<file path="src/inc/lerm_pkg.sv">
// Package: register map, field layout and carrier types of the line error rate monitor
package lerm_pkg;

  // ==========================================================================
  // Register indices; the byte address on the bus is four times the index
  localparam logic [7:0] MODE_IDX        = 8'h0D;
  localparam logic [7:0] RX_SYNC_IDX     = 8'h1F;
  localparam logic [7:0] STATUS_IDX      = 8'h21;
  localparam logic [7:0] CONTROL_IDX     = 8'h22;
  localparam logic [7:0] PERIOD_LOW_IDX  = 8'h23;
  localparam logic [7:0] PERIOD_MID_IDX  = 8'h24;
  localparam logic [7:0] PERIOD_HIGH_IDX = 8'h25;
  localparam logic [7:0] SAT_LOW_IDX     = 8'h26;
  localparam logic [7:0] SAT_HIGH_IDX    = 8'h27;
  localparam logic [7:0] DECLARE_LOW_IDX = 8'h28;
  localparam logic [7:0] DECLARE_HIGH_IDX = 8'h29;
  localparam logic [7:0] CLEAR_LOW_IDX   = 8'h2A;
  localparam logic [7:0] CLEAR_HIGH_IDX  = 8'h2B;

  // ==========================================================================
  // Field positions
  localparam int MODE_ENH_BIT       = 0;
  localparam int CTL_FILTER_BIT     = 7;
  localparam int CTL_FAIL_EN_BIT    = 6;
  localparam int CTL_FAIL_SCOPE_BIT = 5;
  localparam int CTL_FAIL_CLEAR_BIT = 4;
  localparam int CTL_DEG_EN_BIT     = 3;
  localparam int CTL_DEG_SCOPE_BIT  = 2;
  localparam int CTL_DEG_CLEAR_BIT  = 1;
  localparam int ST_SYNC_NEW_BIT    = 5;
  localparam int ST_FAIL_CHANGE_BIT = 4;
  localparam int ST_DEG_CHANGE_BIT  = 3;
  localparam int ST_FAIL_ALARM_BIT  = 2;
  localparam int ST_DEG_ALARM_BIT   = 1;

  // ==========================================================================
  // Reset values and monitor constants
  localparam logic        MODE_RESET      = 1'b0;
  localparam logic [7:0]  CONTROL_RESET   = 8'h00;
  localparam logic [23:0] PERIOD_RESET    = 24'h000000;
  localparam logic [11:0] LIMIT_RESET     = 12'h000;
  localparam logic [3:0]  SYNC_RESET      = 4'h0;
  localparam logic [11:0] SAT_DISABLE     = 12'hFFF;
  localparam int          WINDOW_SUBTOTALS = 8;
  localparam int          CLEAR_WINDOW_FACTOR = 8;
  localparam logic [5:0]  LONG_CLEAR_LAST = 6'(WINDOW_SUBTOTALS * CLEAR_WINDOW_FACTOR - 1);
  localparam logic [1:0]  SYNC_HOLD_FRAMES = 2'h3;

  // ==========================================================================
  // Carrier types
  typedef enum logic [1:0] {WATCH_DECLARE = 2'b00, WATCH_CLEAR = 2'b01} ber_state_type;

  typedef struct packed {
    logic        enable;
    logic        clear_long;
    logic        sat_scope;
    logic [23:0] period;
    logic [11:0] sat_limit;
    logic [11:0] declare_limit;
    logic [11:0] clear_limit;
  } ber_config_type;

  typedef struct packed {
    logic        frame;
    logic [11:0] errors;
    logic [3:0]  sync_nibble;
  } line_frame_type;

  typedef struct packed {
    logic [23:0] period;
    logic [11:0] sat_limit;
    logic [11:0] declare_limit;
    logic [11:0] clear_limit;
  } degrade_limits_type;

  typedef struct packed {
    logic        psel;
    logic        penable;
    logic        pwrite;
    logic [11:0] paddr;
    logic [31:0] pwdata;
  } apb_request_type;

endpackage

</file>
<file path="src/hdl/ber_monitor.sv">
// One bit error rate monitor: subtotal accumulation, sliding window and alarm state
`timescale 1ns/1ps
module ber_monitor
(
  input  wire logic                     core_clk, // Device clock
  input  wire logic                     reset,    // Asynchronous reset, active high
  input  wire lerm_pkg::ber_config_type cfg,      // Enable, modes and limits
  input  wire lerm_pkg::line_frame_type line,     // Per-frame parity error count
  output logic                          alarm,    // Alarm state
  output logic                          change    // Pulse on declare or removal
);
  import lerm_pkg::*;

  typedef struct packed {
    ber_state_type    state;
    logic [23:0]      frame_count;
    logic [11:0]      subtotal;
    logic [7:0][11:0] history;
    logic [5:0]       long_count;
    logic [17:0]      long_sum;
    logic             change;
  } monitor_state_type;

  monitor_state_type st;
  monitor_state_type next_st;

  // Add with a cap; a cap of all ones still stops the count from wrapping
  function automatic logic [11:0] sat_add(input logic [11:0] a, input logic [11:0] b, input logic [11:0] lim);
    logic [12:0] s;
    s = {1'b0, a} + {1'b0, b};
    if (lim != SAT_DISABLE && s > {1'b0, lim})
      sat_add = lim;
    else if (s[12])
      sat_add = 12'hFFF;
    else
      sat_add = s[11:0];
  endfunction

  // ==========================================================================
  // Accumulation and threshold evaluation
  always_comb
  begin
    logic [11:0] frame_errs;
    logic [11:0] sub_new;
    logic [14:0] total;
    logic [17:0] long_new;
    frame_errs = 12'h000;
    sub_new = 12'h000;
    total = 15'h0000;
    long_new = 18'h00000;
    next_st = st;
    next_st.change = 1'b0;
    if (!cfg.enable)
    begin
      next_st = '0;
      next_st.state = WATCH_DECLARE;
    end
    else if (line.frame)
    begin
      // Per-frame cap unless the cap applies to the whole subtotal
      frame_errs = cfg.sat_scope ? line.errors : sat_add(12'h000, line.errors, cfg.sat_limit);
      sub_new = sat_add(st.subtotal, frame_errs, cfg.sat_scope ? cfg.sat_limit : SAT_DISABLE);
      if ({1'b0, st.frame_count} + 25'h0000001 >= {1'b0, cfg.period})
      begin
        next_st.frame_count = 24'h000000;
        next_st.subtotal = 12'h000;
        next_st.history = {st.history[6:0], sub_new};
        for (int i = 0; i < WINDOW_SUBTOTALS; i++)
          total = total + {3'b000, next_st.history[i]};
        long_new = st.long_sum + {6'h00, sub_new};
        next_st.long_sum = long_new;
        next_st.long_count = st.long_count + 6'h01;
        case (st.state)
          WATCH_DECLARE:
            if (total >= {3'b000, cfg.declare_limit})
            begin
              next_st.state = WATCH_CLEAR;
              next_st.change = 1'b1;
              next_st.long_sum = 18'h00000;
              next_st.long_count = 6'h00;
            end
          WATCH_CLEAR:
            if (cfg.clear_long)
            begin
              if (st.long_count == LONG_CLEAR_LAST)
              begin
                next_st.long_sum = 18'h00000;
                if (long_new < {6'h00, cfg.clear_limit})
                begin
                  next_st.state = WATCH_DECLARE;
                  next_st.change = 1'b1;
                end
              end
            end
            else if (total < {3'b000, cfg.clear_limit})
            begin
              next_st.state = WATCH_DECLARE;
              next_st.change = 1'b1;
            end
          default: next_st.state = WATCH_DECLARE;
        endcase
      end
      else
      begin
        next_st.frame_count = st.frame_count + 24'h000001;
        next_st.subtotal = sub_new;
      end
    end
  end

  // State register
  always_ff @(posedge core_clk or posedge reset)
  begin
    if (reset)
      st <= '0;
    else
      st <= next_st;
  end

  assign alarm = (st.state == WATCH_CLEAR);
  assign change = st.change;

  // ==========================================================================
  // Checks
  disabled_idle_a: assert property (@(posedge core_clk) disable iff (reset)
    !cfg.enable |=> !alarm && !change && st.subtotal == 12'h000)
    else $error("monitor not held idle while disabled");

  change_alarm_a: assert property (@(posedge core_clk) disable iff (reset)
    change |-> alarm != $past(alarm))
    else $error("change pulse without alarm transition");
endmodule

</file>
<file path="src/hdl/line_error_rate_monitor.sv">
// Line error rate monitor top: APB register file, sync nibble filter and two monitors
//
// Behaviour
// - Degrade enable set: accumulate line parity errors and evaluate degrade thresholds.
// - Degrade enable clear: stop degrade accumulation, return to declaration watching.
// - Clear select one clears failure over a window eight times the declare window.
// - Saturation scope zero caps per frame, one caps per subtotal.
// - Failure enable set: accumulate line parity errors and evaluate failure thresholds.
// - Failure enable clear: stop failure accumulation, return to declaration watching.
// - Filter on: sync register updates only after three equal nibbles in a row.
// - Filter off: every received nibble goes straight into the sync register.
// - Failure subtotal period is a 24-bit count of 8 kHz frames.
// - Evaluation window slides over eight subtotals.
// - 12-bit saturation limit caps counted errors; all ones disables it.
// - Declare failure when window total reaches or passes the declare limit.
// - Failure subtotal period spans three byte registers, low byte first.
// - Each 12-bit failure limit is a low byte plus four bits in a high register.
// - Remove failure when window total falls below the clear limit.
// - Failure change flag sets on declare or removal, clears when status read.
// - Sync new flag sets whenever a new value enters the sync register.
//
// The implementer's own choice: the APB register port.
`timescale 1ns/1ps
module line_error_rate_monitor
(
  input  wire logic                         core_clk,       // Device clock, 10 MHz
  input  wire logic                         reset,          // Asynchronous reset, active high
  input  wire lerm_pkg::apb_request_type    apb_req,        // APB request signals
  output logic [31:0]                       prdata,         // APB read data
  output logic                              pready,         // APB ready
  output logic                              pslverr,        // APB error, unmapped address
  input  wire lerm_pkg::line_frame_type     line,           // Frame strobe, errors, nibble
  input  wire lerm_pkg::degrade_limits_type degrade_limits, // Degrade period and limits
  output logic                              failure_alarm,  // Failure alarm state
  output logic                              degrade_alarm,  // Degrade alarm state
  output logic [3:0]                        sync_status     // Accepted sync nibble
);
  import lerm_pkg::*;

  // ==========================================================================
  // State of the register file and the nibble filter
  typedef struct packed {
    logic        enhanced_map_select;
    logic [7:0]  control;
    logic [23:0] period;
    logic [11:0] sat_limit;
    logic [11:0] declare_limit;
    logic [11:0] clear_limit;
    logic [3:0]  rx_sync;
    logic [3:0]  sync_candidate;
    logic [1:0]  sync_run;
    logic        sync_new;
    logic        fail_change;
    logic        deg_change;
    logic [31:0] rdata;
    logic        err;
  } regs_type;

  regs_type       st;
  regs_type       next_st;
  ber_config_type fail_cfg;
  ber_config_type deg_cfg;
  logic           fail_alarm_w;
  logic           fail_change_w;
  logic           deg_alarm_w;
  logic           deg_change_w;
  logic           setup_phase;
  logic           access_phase;
  logic [7:0]     idx;

  // True when the address names a register of the current map
  function automatic logic reg_hit(input logic [11:0] addr, input logic enhanced_map_select);
    logic [7:0] i;
    i = addr[9:2];
    reg_hit = 1'b0;
    if (addr[1:0] == 2'b00 && addr[11:10] == 2'b00)
    begin
      if (i == MODE_IDX)
        reg_hit = 1'b1;
      else if (enhanced_map_select && (i == RX_SYNC_IDX || i == STATUS_IDX || i == CONTROL_IDX))
        reg_hit = 1'b1;
      else if (enhanced_map_select && i >= PERIOD_LOW_IDX && i <= CLEAR_HIGH_IDX)
        reg_hit = 1'b1;
    end
  endfunction

  // Read value of one byte register, zero above the documented bits
  function automatic logic [7:0] reg_value(input logic [7:0] i, input regs_type s,
                                           input logic fa, input logic da);
    case (i)
      MODE_IDX:         reg_value = {7'h00, s.enhanced_map_select};
      RX_SYNC_IDX:      reg_value = {4'h0, s.rx_sync};
      STATUS_IDX:       reg_value = {2'b00, s.sync_new, s.fail_change, s.deg_change, fa, da, 1'b0};
      CONTROL_IDX:      reg_value = {s.control[7:1], 1'b0};
      PERIOD_LOW_IDX:   reg_value = s.period[7:0];
      PERIOD_MID_IDX:   reg_value = s.period[15:8];
      PERIOD_HIGH_IDX:  reg_value = s.period[23:16];
      SAT_LOW_IDX:      reg_value = s.sat_limit[7:0];
      SAT_HIGH_IDX:     reg_value = {4'h0, s.sat_limit[11:8]};
      DECLARE_LOW_IDX:  reg_value = s.declare_limit[7:0];
      DECLARE_HIGH_IDX: reg_value = {4'h0, s.declare_limit[11:8]};
      CLEAR_LOW_IDX:    reg_value = s.clear_limit[7:0];
      CLEAR_HIGH_IDX:   reg_value = {4'h0, s.clear_limit[11:8]};
      default:          reg_value = 8'h00;
    endcase
  endfunction

  // ==========================================================================
  // Bus phases; the slave never waits
  assign setup_phase = apb_req.psel && !apb_req.penable;
  assign access_phase = apb_req.psel && apb_req.penable;
  assign idx = apb_req.paddr[9:2];
  assign pready = 1'b1;
  assign prdata = st.rdata;
  assign pslverr = st.err && access_phase;

  // ==========================================================================
  // Monitor configuration: control bits and failure limits from the register file, degrade limits from the input port
  always_comb
  begin
    fail_cfg.enable = st.control[CTL_FAIL_EN_BIT];
    fail_cfg.clear_long = st.control[CTL_FAIL_CLEAR_BIT];
    fail_cfg.sat_scope = st.control[CTL_FAIL_SCOPE_BIT];
    fail_cfg.period = st.period;
    fail_cfg.sat_limit = st.sat_limit;
    fail_cfg.declare_limit = st.declare_limit;
    fail_cfg.clear_limit = st.clear_limit;
    deg_cfg.enable = st.control[CTL_DEG_EN_BIT];
    deg_cfg.clear_long = st.control[CTL_DEG_CLEAR_BIT];
    deg_cfg.sat_scope = st.control[CTL_DEG_SCOPE_BIT];
    deg_cfg.period = degrade_limits.period;
    deg_cfg.sat_limit = degrade_limits.sat_limit;
    deg_cfg.declare_limit = degrade_limits.declare_limit;
    deg_cfg.clear_limit = degrade_limits.clear_limit;
  end

  // Both monitors see the same per-frame error count
  ber_monitor failure_monitor
  (
    .core_clk (core_clk),
    .reset    (reset),
    .cfg      (fail_cfg),
    .line     (line),
    .alarm    (fail_alarm_w),
    .change   (fail_change_w)
  );

  ber_monitor degrade_monitor
  (
    .core_clk (core_clk),
    .reset    (reset),
    .cfg      (deg_cfg),
    .line     (line),
    .alarm    (deg_alarm_w),
    .change   (deg_change_w)
  );

  // ==========================================================================
  // Register writes, read capture, sticky flags and the nibble filter
  always_comb
  begin
    logic       status_read;
    logic       sync_take;
    logic [1:0] run;
    status_read = 1'b0;
    sync_take = 1'b0;
    run = st.sync_run;
    next_st = st;

    // Read data is captured in setup so that it comes from a flip-flop
    if (setup_phase)
    begin
      next_st.err = !reg_hit(apb_req.paddr, st.enhanced_map_select);
      next_st.rdata = next_st.err ? 32'h00000000 :
                      {24'h000000, reg_value(idx, st, fail_alarm_w, deg_alarm_w)};
    end

    if (access_phase && reg_hit(apb_req.paddr, st.enhanced_map_select))
    begin
      if (apb_req.pwrite)
      begin
        case (idx)
          MODE_IDX:         next_st.enhanced_map_select = apb_req.pwdata[MODE_ENH_BIT];
          CONTROL_IDX:      next_st.control = {apb_req.pwdata[7:1], 1'b0};
          PERIOD_LOW_IDX:   next_st.period[7:0] = apb_req.pwdata[7:0];
          PERIOD_MID_IDX:   next_st.period[15:8] = apb_req.pwdata[7:0];
          PERIOD_HIGH_IDX:  next_st.period[23:16] = apb_req.pwdata[7:0];
          SAT_LOW_IDX:      next_st.sat_limit[7:0] = apb_req.pwdata[7:0];
          SAT_HIGH_IDX:     next_st.sat_limit[11:8] = apb_req.pwdata[3:0];
          DECLARE_LOW_IDX:  next_st.declare_limit[7:0] = apb_req.pwdata[7:0];
          DECLARE_HIGH_IDX: next_st.declare_limit[11:8] = apb_req.pwdata[3:0];
          CLEAR_LOW_IDX:    next_st.clear_limit[7:0] = apb_req.pwdata[7:0];
          CLEAR_HIGH_IDX:   next_st.clear_limit[11:8] = apb_req.pwdata[3:0];
          default:          next_st.enhanced_map_select = st.enhanced_map_select;
        endcase
      end
      else
        status_read = (idx == STATUS_IDX);
    end

    // Sync nibble capture
    if (line.frame)
    begin
      if (!st.control[CTL_FILTER_BIT])
        sync_take = 1'b1;
      else
      begin
        if (line.sync_nibble == st.sync_candidate)
          run = (st.sync_run == SYNC_HOLD_FRAMES) ? st.sync_run : st.sync_run + 2'h1;
        else
          run = 2'h1;
        next_st.sync_candidate = line.sync_nibble;
        next_st.sync_run = run;
        sync_take = (run == SYNC_HOLD_FRAMES);
      end
    end
    if (sync_take)
      next_st.rx_sync = line.sync_nibble;

    // Only bits already shown to the reader are cleared, and a set always wins
    next_st.sync_new = (sync_take && line.sync_nibble != st.rx_sync) ||
                       (st.sync_new && !(status_read && st.rdata[ST_SYNC_NEW_BIT]));
    next_st.fail_change = fail_change_w ||
                          (st.fail_change && !(status_read && st.rdata[ST_FAIL_CHANGE_BIT]));
    next_st.deg_change = deg_change_w ||
                         (st.deg_change && !(status_read && st.rdata[ST_DEG_CHANGE_BIT]));
  end

  // State register
  always_ff @(posedge core_clk or posedge reset)
  begin
    if (reset)
    begin
      st <= '0;
      st.enhanced_map_select <= MODE_RESET;
      st.control <= CONTROL_RESET;
      st.period <= PERIOD_RESET;
      st.sat_limit <= LIMIT_RESET;
      st.declare_limit <= LIMIT_RESET;
      st.clear_limit <= LIMIT_RESET;
      st.rx_sync <= SYNC_RESET;
    end
    else
      st <= next_st;
  end

  assign failure_alarm = fail_alarm_w;
  assign degrade_alarm = deg_alarm_w;
  assign sync_status = st.rx_sync;

  // ==========================================================================
  // Checks
  fail_disable_a: assert property (@(posedge core_clk) disable iff (reset)
    !st.control[CTL_FAIL_EN_BIT] |=> !failure_alarm)
    else $error("failure alarm active while monitor disabled");

  deg_disable_a: assert property (@(posedge core_clk) disable iff (reset)
    !st.control[CTL_DEG_EN_BIT] |=> !degrade_alarm)
    else $error("degrade alarm active while monitor disabled");

  fail_flag_set_a: assert property (@(posedge core_clk) disable iff (reset)
    fail_change_w |=> st.fail_change)
    else $error("failure change flag not set on alarm change");

  fail_flag_clear_a: assert property (@(posedge core_clk) disable iff (reset)
    access_phase && !apb_req.pwrite && idx == STATUS_IDX && reg_hit(apb_req.paddr, st.enhanced_map_select)
    && st.rdata[ST_FAIL_CHANGE_BIT] && !fail_change_w |=> !st.fail_change)
    else $error("failure change flag not cleared by status read");

  sync_flag_a: assert property (@(posedge core_clk) disable iff (reset)
    (st.rx_sync != $past(st.rx_sync)) |-> st.sync_new)
    else $error("sync register changed without flag");

  sync_direct_a: assert property (@(posedge core_clk) disable iff (reset)
    line.frame && !st.control[CTL_FILTER_BIT] |=> st.rx_sync == $past(line.sync_nibble))
    else $error("unfiltered nibble not written");

  sync_hold_a: assert property (@(posedge core_clk) disable iff (reset)
    line.frame && st.control[CTL_FILTER_BIT] && line.sync_nibble != st.sync_candidate |=> $stable(st.rx_sync))
    else $error("filtered sync register updated too early");

  period_high_a: assert property (@(posedge core_clk) disable iff (reset)
    access_phase && apb_req.pwrite && st.enhanced_map_select && apb_req.paddr == {2'b00, PERIOD_HIGH_IDX, 2'b00}
    |=> st.period[23:16] == $past(apb_req.pwdata[7:0]) && $stable(st.period[15:0]))
    else $error("period high byte not stored");

  limit_high_a: assert property (@(posedge core_clk) disable iff (reset)
    setup_phase && !apb_req.pwrite && st.enhanced_map_select && apb_req.paddr == {2'b00, DECLARE_HIGH_IDX, 2'b00}
    |=> prdata[7:4] == 4'h0 && prdata[3:0] == $past(st.declare_limit[11:8]))
    else $error("declare limit high register reads wrong");

  unmapped_a: assert property (@(posedge core_clk) disable iff (reset)
    setup_phase && !reg_hit(apb_req.paddr, st.enhanced_map_select) |=> pslverr || !access_phase)
    else $error("unmapped access without error");
endmodule

</file>
<file path="config.mk">
export PLATFORM = sky130hd
export DESIGN_NAME = line_error_rate_monitor
export DESIGN_NICKNAME = d
export VERILOG_FILES = /design/src/inc/lerm_pkg.sv /design/src/hdl/ber_monitor.sv /design/src/hdl/line_error_rate_monitor.sv
export SDC_FILE = /design/constraint.sdc
export NUM_CORES = 1
export LEC_CHECK = 0
export BUFFER_PORTS_ARGS = -buffer_cell sky130_fd_sc_hd__clkbuf_2
export CORE_UTILIZATION = 62
export DETAILED_ROUTE_END_ITERATION = 10
export PLACE_DENSITY = 0.81
export SLEW_MARGIN = 10
export SYNTH_ARGS = -nofsm -noshare
export SYNTH_HDL_FRONTEND = slang
export SYNTH_SLANG_ARGS = --single-unit
</file>
<file path="constraint.sdc">
create_clock -name core_clk -period 15.4 [get_ports core_clk]
set_clock_uncertainty 0.1 [all_clocks]
set_input_delay 1.54 -clock core_clk [delete_from_list [all_inputs] [get_ports core_clk]]
set_output_delay 1.54 -clock core_clk [all_outputs]
set_load 0.02 [all_outputs]
</file>
=== Word level (Yosys, flattened, before mapping) ===
Index checks and enable logic that the tools add are counted.

* Bits of input ports: 126
* Logic and storage cells: 241
* Bits in registers: 408
* Output and inout port bits: 40

* Mux-type cells: 71
* Equal/unequal tests: 37
* Magnitude comparators: 14
* $add $sub $neg: 25
* Reduce and logical (&&, ||, !) cells: 49

{| class="wikitable"
|+ Operators with widths
! operator !! count
|-
| two-way mux 159 bit || 4
|-
| two-way mux 121 bit || 2
|-
| two-way mux 12 bit || 18
|-
| adder 15 x 12 -> 15 bit || 12
|-
| case mux 8 bit (13 select lines) || 1
|-
| == test 8 x 6 -> 1 bit, second input constant || 11
|-
| case mux 19 bit (2 select lines) || 2
|-
| two-way mux 36 bit || 2
|-
| adder 12 x 12 -> 13 bit || 4
|-
| adder 24 x 1 -> 25 bit, second input constant || 2
|-
| >= comparator 25 x 24 -> 1 bit || 2
|-
| two-way mux 25 bit || 2
|-
| adder 24 x 1 -> 24 bit, second input constant || 2
|-
| inequality test 12 bit, second input constant || 4
|-
| two-way mux 19 bit || 2
|-
| adder 18 x 12 -> 18 bit || 2
|-
| less-than comparator 18 x 12 -> 1 bit || 2
|-
| two-way mux 18 bit || 2
|-
| AND reduction 3 bit || 11
|-
| two-way mux 2 bit || 16
|-
| >= comparator 15 x 12 -> 1 bit || 2
|-
| less-than comparator 15 x 12 -> 1 bit || 2
|-
| > comparator 13 x 12 -> 1 bit || 2
|-
| > comparator 12 bit || 2
|-
| other kinds (25) || 85
|}

=== Longest topological paths before layout ===
Gate-level depths: netlist of run 1.

* Depth in word-level cells: 26
* Depth in mapped cells: 61
* Mapped depth without buffers: 59

=== By module ===
A second synthesis of run 1 with hierarchy kept.

* Cell total of the unflattened synthesis: 2,896
* Area, all modules: 28,614.9 um^2

{| class="wikitable"
|+ Modules (own cells, without submodules)
! module !! cells an instance !! sequential area each (um^2) !! times used !! area each (um^2)
|-
| ber_monitor at degrade_monitor || 1,324 || 3,653.5 || 1 || 12,085.3
|-
| ber_monitor at failure_monitor || 1,149 || 3,653.5 || 1 || 11,697.5
|-
| line_error_rate_monitor || 423 || 2,252.2 || 1 || 4,832.1
|}

=== Worst setup path after synthesis of run 1 ===
No wires, ideal clock.

* Path type: input port to flip-flop
* Start point: input port line[9] in the netlist's numbering
* End point: register failure_monitor.st[17] in the netlist's numbering
* Setup slack: 1.922 ns
* Stages on the path: 57
* Path buffers: 3
* Setup time: 0.076 ns
* Arrival: 13.302 ns
* Data required time: 15.224 ns
* Cells stage by stage: ha_1 a21o_1 a21o_1 a21oi_1 nor2b_1 o21ai_0 a21boi_0 o311ai_1 clkbuf_1 o21ai_0 ha_1 a21o_1 a22o_1 o41ai_1 o21ai_0 o21ai_0 nand2b_1 a21oi_1 (+21 left out) fa_1 fa_1 fa_1 ha_1 o21a_1 o21a_1 o2bb2ai_1 o21bai_1 a21oi_1 xnor2_1 ha_1 or4_1 a211oi_1 o211ai_1 a211oi_2 buf_2 a21oi_1 o21ai_1

* Longest elaborated chain between the ends: 25
* Elaborated cells between the ends (all ways): 29
* Classes of those cells: add/sub: 9; order compare: 3; mux: 15; reduce/logical: 2

{| class="wikitable"
|+ Ends and longest elaborated chain
! what !! line !! source
|-
| start, declared || line_error_rate_monitor.sv:32 || <nowiki>input wire lerm_pkg::line_frame_type line,</nowiki>
|-
| > comparator 12 bit || ber_monitor.sv:31 || <nowiki>if (lim != SAT_DISABLE && s > {1'b0, lim})</nowiki>
|-
| logical AND 1 bit || ber_monitor.sv:31 ||
|-
| two-way mux 12 bit || ber_monitor.sv:31 ||
|-
| two-way mux 12 bit || ber_monitor.sv:58 || <nowiki>else if (line.frame)</nowiki>
|-
| two-way mux 12 bit || ber_monitor.sv:53 || <nowiki>if (!cfg.enable)</nowiki>
|-
| two-way mux 12 bit * || ber_monitor.sv:61 || <nowiki>frame_errs = cfg.sat_scope ? line.errors : sat_add(12'h000, line.errors, cfg.sat_limit);</nowiki>
|-
| adder 12 x 12 -> 13 bit * || ber_monitor.sv:30 || <nowiki>s = {1'b0, a} + {1'b0, b};</nowiki>
|-
| > comparator 13 x 12 -> 1 bit || ber_monitor.sv:31 ||
|-
| (+4 left out) || -- ||
|-
| adder 12 x 12 -> 13 bit || ber_monitor.sv:69 || <nowiki>total = total + {3'b000, next_st.history[i]};</nowiki>
|-
| adder 15 x 12 -> 15 bit (6 in a row) || ber_monitor.sv:69 ||
|-
| >= comparator 15 x 12 -> 1 bit || ber_monitor.sv:75 || <nowiki>if (total >= {3'b000, cfg.declare_limit})</nowiki>
|-
| two-way mux 25 bit || ber_monitor.sv:75 ||
|-
| case mux 19 bit (2 select lines) * || ber_monitor.sv:73 || <nowiki>case (st.state)</nowiki>
|-
| two-way mux 121 bit * || ber_monitor.sv:63 || <nowiki>if ({1'b0, st.frame_count} + 25'h0000001 >= {1'b0, cfg.period})</nowiki>
|-
| two-way mux 159 bit * || ber_monitor.sv:58 ||
|-
| two-way mux 159 bit * || ber_monitor.sv:53 ||
|-
| end signal, assigned || ber_monitor.sv:117 || <nowiki>st <= next_st;</nowiki>
|-
| end, declared || ber_monitor.sv:24 || <nowiki>monitor_state_type st;</nowiki>
|}

Mark *: on every way between the ends. The rest lies on a longest branch, timed or not. The select of a mux whose other input is x is not followed.
A chain may end at the register's enable or synchronous reset.

=== Worst setup path after layout of run 1 ===
* Start point: input port line[5] in the netlist's numbering
* End point: register failure_monitor.st[13] in the netlist's numbering

The elaborated chain is that of the path after synthesis.

==> reports/results.ini, run 1 <==
[hold_path]
hp-class = register to register

[clocking]
cts_root_buffer = clkbuf_16
cts_tree = built
numCtsBuffers = 44
numClockSinks = 382
cts_resized = 0
ctsHoldBuffers = 0
insertion_delay_ns = 0.59
cts_buffer_depth = 3
htree_levels = 2
post-cts-setup-buffer-count = 0
clkTransAtPathRegs_ns = 0.06

[yosys]
netlist_top_cells_area = dfrtp_1 33%, ha_1 12%, fa_1 8.5%
synthTopCellsByCount = 382 x dfrtp_1, 367 x inv_1, 358 x nand2_1
synth_warnings = 0
ys_types = 85
syn_avg_cell_area_um2 = 9.32
synth_top_cell_area_share_pct = 33.3
async_flop_share_pct = 100
synth.most_common_cell = dfrtp_1
synth_area_mm2 = 0.0287
yosysSeqAreaShare_pct = 33.3
synth_seq_cells = 382
synth-edff-count = 0
yosysTopAreaCell = dfrtp_1
synth_cells = 3081
yosys_most_used_dff = dfrtp_1

[sta]
rsz0062_at_grt = no
drv_slew = 0
worstMarginPinSlew_ns = 1.09
tns_ns = 0
min_period_ns = 14.39
slew_headroom_pct = 26.9
setup_violations = 0
fmax_mhz = 69.5
post-route-period-util_pct = 93.4
hold_viol_final = 0

[placement]
hpwl_um = 55900
dpl_cell_area_mm2 = 0.0297
portBuffers = 116
gp_congestion = 0.960

[final_layout]
insertedDiodeCount = 0
num-fill-cells = 3482
fin_nets = 3676
area_growth_pct = 8.87
stdcell_area_mm2 = 0.0313
final_layout_size_suffix_gt1_share_pct = 10.1

[routing]
drt_iter0_drc = 1997
drt-vias-per-instance = 6.21
route.detailed.drc = 0
routed_wl_um = 75100
num_vias = 23500
first_pass_iters = 8
ant_nets = 0
avgRoutedWirePerCell_um = 19.9

[power]
power_per_cell_area_mw_per_mm2 = 119
leakagePower_uw = 0.0152
irDropWorstVdd_uv = 88.9
pwr-share-seq_pct = 28.2
p_comb_share_pct = 41.1
pwr-share-clk_pct = 30.7
p_int_uw = 2320
power_switching_uw = 1390
swShare_pct = 37.5

[setup_path]
cpPeakStageDelay_ns = 0.52
cp_num_buf_inv = 6
cp_data_required_time_ns = 15.79
cp-end-kind = register
crit_path_top_delay_cell = fa_1
cp_max_fo = 23
worstSetupStartpointType = primary input
cp_top_family = compound AO/OA/AOI/OAI gates
critPathMostFrequentCell = a21oi_1
critical_path_class = primary input to register
arrival_ns = 14.78

[status]
status = complete, no violations

[global_route]
grt_pass1_wl_um = 123000
grt_max_degree = 97
antenna_found_initial = 0
grt_pass1_vias = 24300
overflow = 0
grt_use_total_pct = 32.7

[die]
fp.dieArea_mm2 = 0.0472
fp.dieH_um = 217
pin_count = 166
start_util_pct = 63.1
core.rowCount = 78
coreArea_mm2 = 0.0455
fp.dieW_um = 217

[run]
max-cap-violations = 0

## path summary, 6_finish.rpt
kind | startpoint | endpoint | slack [ns] | cells past startpoint
setup / recovery | line[5] | failure_monitor.st[13] | 1.01 | 57
hold / removal | degrade_monitor.change | st[33] | 0.37 | 1
setup reg to reg | fail_cfg[29] | failure_monitor.st[13] | 1.40 | 57
hold reg to reg | degrade_monitor.change | st[33] | 0.37 | 1
max in group asynchronous | reset | failure_monitor.st[95] | 11.84 | 4
min in group asynchronous | reset | degrade_monitor.st[19] | 0.94 | 2
## placed cells by master (no fill, tap or decap), types with 12 or more instances in the layout
cell	count
a21oi_1	172
clkbuf_16	46
and3_1	33
o21a_1	32
nand4_1	37
nand3_1	66
xor2_1	32
o21ai_0	165
ha_1	280
a31oi_1	18
o31ai_1	13
clkbuf_2	116
a21o_1	50
xnor2_1	97
nand2b_1	27
o211ai_1	20
dfrtp_1	382
buf_4	29
a211oi_1	15
o22ai_1	17
mux2_2	59
inv_1	365
or3_1	14
nor2_1	108
fa_1	122
o21bai_1	13
nand2_1	358
a22o_1	148
nor3_1	32
nor4_1	12
nor2b_1	40
conb_1	25
## metrics by stage
| stage | power (uW) | worst slack, ns | std cells | hold slack [ns] | util (%) |
|---|---|---|---|---|---|
| after floorplan | 2150 | 1.92 | 3104 | 0.304 | - |
| after global placement | 2490 | 0.847 | 3702 | 0.323 | 65.3 |
| after detailed placement | 2570 | 0.590 | 3702 | 0.355 | 65.3 |
| after CTS | 3710 | 1.06 | 3784 | 0.370 | 68.7 |
| after global routing | 3950 | 0.0259 | 3784 | 0.397 | 68.7 |
| final | 3710 | 1.01 | 3784 | 0.369 | 68.7 |
## layer usage
| metal | share of wire (%) | wire length [um] | vias to the layer above | GRT usage, % |
|---|---|---|---|---|
| li1 | - | - | 10800 | - |
| met1 | 41 | 31100 | 11600 | 42.4 |
| met2 | 47 | 35600 | 890 | 54.2 |
| met3 | 7.4 | 5560 | 191 | 6.12 |
| met4 | 3.9 | 2900 | 0 | 12.4 |
| met5 | 0 | 0 | - | 0 |
## cell families (layout without fill, tap and decap cells)
logic type / count (synthesis) / in the layout / share of synthesized area (%)
mux: 76 / 76 / 3.09
compound gates: 777 / 777 / 18.3
fa+ha+maj: 402 / 402 / 20.7
flops: 382 / 382 / 33.3
buf+inv: 514 / 594 / 7.30
xor+xnor: 129 / 129 / 3.94
other cells: 2 / 25 / 0.0262
simple gates: 799 / 799 / 13.3
## final cells by class
class / instances / area (um2) / share of cell area [%]
clock buffers: 60 / 1260 / 4.04
clock inverters: 22 / 309 / 0.989
inverters: 367 / 1390 / 4.43
multi-input cells: 2208 / 17200 / 55.0
flip-flops and latches: 382 / 9560 / 30.6
well taps: 600 / 751 / 2.40
repair buffers: 145 / 798 / 2.55
## power groups by stage
stage                     registers, uW  logic [uW]  clock network (uW)
final                              1050        1530                1140
after global placement             1060        1420                   0
after detailed placement           1060        1500                   0
after global routing               1050        1710                1190
after CTS                          1050        1520                1150
after floorplan                    1060        1090                   0
## worst reg2reg max path, delay by kind of cell, from the launching register on
family	cells	cell delay [ns]
fa+ha+maj	10	4.01
compound gates	30	6.18
buf+inv	6	1.23
xor+xnor	3	0.35
simple gates	8	1.60
flops	1	0.45
## flip-flops by register name, summed over array words and instances, names as in the netlist
register / cells
st: 12
degrade_monitor.st: 145
failure_monitor.st: 145
degrade_monitor.change: 1
failure_monitor.change: 1
sync_status: 4
prdata: 8
fail_cfg: 63
deg_cfg: 3
Power figures use the tool's default switching activity.
==> run 2: changes to the inputs <==
==> constraint.sdc (replaced) <==
create_clock -name core_clk -period 14.68 [get_ports core_clk]
set_clock_uncertainty 0.1 [all_clocks]
set_input_delay 1.468 -clock core_clk [delete_from_list [all_inputs] [get_ports core_clk]]
set_output_delay 1.468 -clock core_clk [all_outputs]
set_load 0.02 [all_outputs]
==> run 2 against run 1 <==
Wire length is 0.74% higher. Combinational power is 8% higher. Via count is 0.17% higher. Clock power hardly changed. First-iteration DRC count is 1.4% higher. Die area stayed put. Sequential power is 5% higher. Utilization is 0.14 points higher. Largest cell class unchanged. Highest routed layer unchanged.
==> reports/results.ini, run 2 (synthesis results as in run 1) <==
[die]
fp.dieArea_mm2 = 0.0472  ; unchanged
fp.dieH_um = 217  ; unchanged
fp.dieW_um = 217  ; unchanged
core.rowCount = 78  ; unchanged
coreArea_mm2 = 0.0455  ; unchanged
pin_count = 166  ; unchanged
start_util_pct = 63.1  ; unchanged

[setup_path]
crit_path_top_delay_cell = fa_1
cp_data_required_time_ns = 15.10  ; -0.69 ns
critPathMostFrequentCell = a21oi_1
cpPeakStageDelay_ns = 0.53  ; about the same
reg2reg_depth = 57  ; unchanged
worstSetupStartpointType = primary input
cp-end-kind = register
critical_path_class = primary input to register
cp_max_fo = 11  ; -52%
arrival_ns = 14.40  ; -0.38 ns

[routing]
drt-vias-per-instance = 6.20  ; -0.19%
num_vias = 23600  ; +0.17%
drt_iter0_drc = 2025  ; +1.4%
ant_nets = 0  ; unchanged
routed_wl_um = 75700  ; +0.74%
route.detailed.drc = 0  ; unchanged
avgRoutedWirePerCell_um = 19.9  ; +0.37%
first_pass_iters = 8  ; unchanged

[global_route]
grt_pass1_wl_um = 123000  ; +0.15%
grt_use_total_pct = 32.7  ; +0.069 points
grt_max_degree = 117  ; +21%
grt_pass1_vias = 23800  ; -1.8%
antenna_found_initial = 1  ; +1
overflow = 0  ; unchanged

[final_layout]
num-fill-cells = 3400  ; -2.4%
layout_commonest_cell = dfrtp_1
fin_nets = 3688  ; +0.33%
final_layout_size_suffix_gt1_share_pct = 10.6  ; +0.46 points
fin_util_pct = 68.9  ; +0.14 points
stdcell_area_mm2 = 0.0313  ; +0.20%
area_growth_pct = 9.09
final_cell_mix = 382 x dfrtp_1, 365 x inv_1, 358 x nand2_1
fin_cells = 3798  ; +0.37%

[sta]
hold_viol_final = 0  ; unchanged
fmax_mhz = 71.6
setup_violations = 0  ; unchanged
tns_ns = 0  ; unchanged
post-route-period-util_pct = 95.2
slew_headroom_pct = 24.7  ; -2.2 points
min_period_ns = 13.97
drv_slew = 0  ; unchanged
worstMarginPinSlew_ns = 1.13  ; +0.0333 ns

[clocking]
numCtsBuffers = 45  ; +2.3%
cts_tree = built
cts_root_buffer = clkbuf_16
numClockSinks = 382  ; unchanged
ctsHoldBuffers = 0  ; unchanged
htree_levels = 2  ; unchanged
cts_buffer_depth = 3  ; unchanged
insertion_delay_ns = 0.59  ; about the same
clkTransAtPathRegs_ns = 0.06  ; about the same

[placement]
gp_congestion = 1.01  ; +5.5%
hpwl_um = 55700  ; -0.43%
dpl_cell_area_mm2 = 0.0298  ; +0.25%
portBuffers = 116  ; unchanged
dp.cells = 3712  ; +0.27%

[power]
irDropWorstVdd_uv = 96.6  ; +8.7%
power_per_cell_area_mw_per_mm2 = 125  ; +5.0%
p_total_uw = 3910  ; +5.2%
leakagePower_uw = 0.0153  ; +0.23%

[hold_path]
hp-class = register to register
hold_path_depth = 2  ; +1

[run]
max-cap-violations = 0  ; unchanged

[status]
status = complete, no violations

run 2: changes by cell type in the layout (fill, tap and decap cells not counted), moves of 2 or more:
cell	previous run	this run
clkinv_2	4	7
inv_6	3	6
bufinv_16	6	4
clkinv_4	5	2
clkinvlp_4	3	5
buf_6	0	2
buf_4	29	38
run 2: power breakdown:
group	switching [uW]	internal, uW	leakage (uW)	total, uW
clock	488	675	0.000737	1160
combinational	977	668	0.00936	1650
sequential	23.3	1080	0.00517	1100
run 2: cell type report:
class | count | area, um2 | share of cell area, %
diodes | 1 | 2.50 | 0.00799
multi-input cells | 2208 | 17200 | 55.0
repair buffers | 156 | 888 | 2.84
clock buffers | 59 | 1240 | 3.96
well taps | 600 | 751 | 2.40
flip-flops and latches | 382 | 9560 | 30.5
clock inverters | 25 | 283 | 0.903
inverters | 367 | 1390 | 4.42
run 2: path summary, 6_finish.rpt:
| path | end | startpoint | slack [ns] |
|---|---|---|---|
| setup / recovery | degrade_monitor.st[24] | degrade_limits[29] | 0.71 |
| setup reg to reg | failure_monitor.st[13] | fail_cfg[29] | 1.14 |
| hold / removal | prdata[1] | prdata[1] | 0.39 |
| min in group asynchronous | degrade_monitor.st[21] | reset | 0.91 |
| hold reg to reg | prdata[1] | prdata[1] | 0.39 |
| max in group asynchronous | failure_monitor.st[143] | reset | 11.14 |
run 2: critical path, delay by kind of cell:
family / cells / cell delay, ns
muxes: 1 / 0.36
AOI/OAI and AO/OA: 28 / 5.30
adders and majority gates: 11 / 3.92
and+or+nand+nor: 8 / 2.17
buffers and inverters: 6 / 0.59
xor gates and xnor gates: 3 / 0.55
run 2: metrics by stage:
| step | hold slack [ns] | setup WS, ns |
|---|---|---|
| final | 0.387 | 0.706 |
| after global routing | 0.396 | -0.0000906 |
| after CTS | 0.384 | 0.478 |
| after detailed placement | 0.367 | 0.105 |
| after global placement | 0.354 | 0.322 |
| after floorplan | 0.304 | 1.27 |
run 2: per-layer routing:
metal / vias up / part of all wire (%) / track usage, %
met5: - / 0 / 0
met1: 11600 / 41 / 43.3
met2: 911 / 48 / 54.7
met3: 194 / 7.1 / 4.71
met4: 0 / 3.7 / 12.2
li1: 10800 / - / -
run 2: timing repair:
action | in CTS | in global routing
resized for setup | 0 | 6
endpoints found under the hold margin | 0 | 0
endpoints found under the setup margin | 0 | 35
buffers inserted | 0 | 1
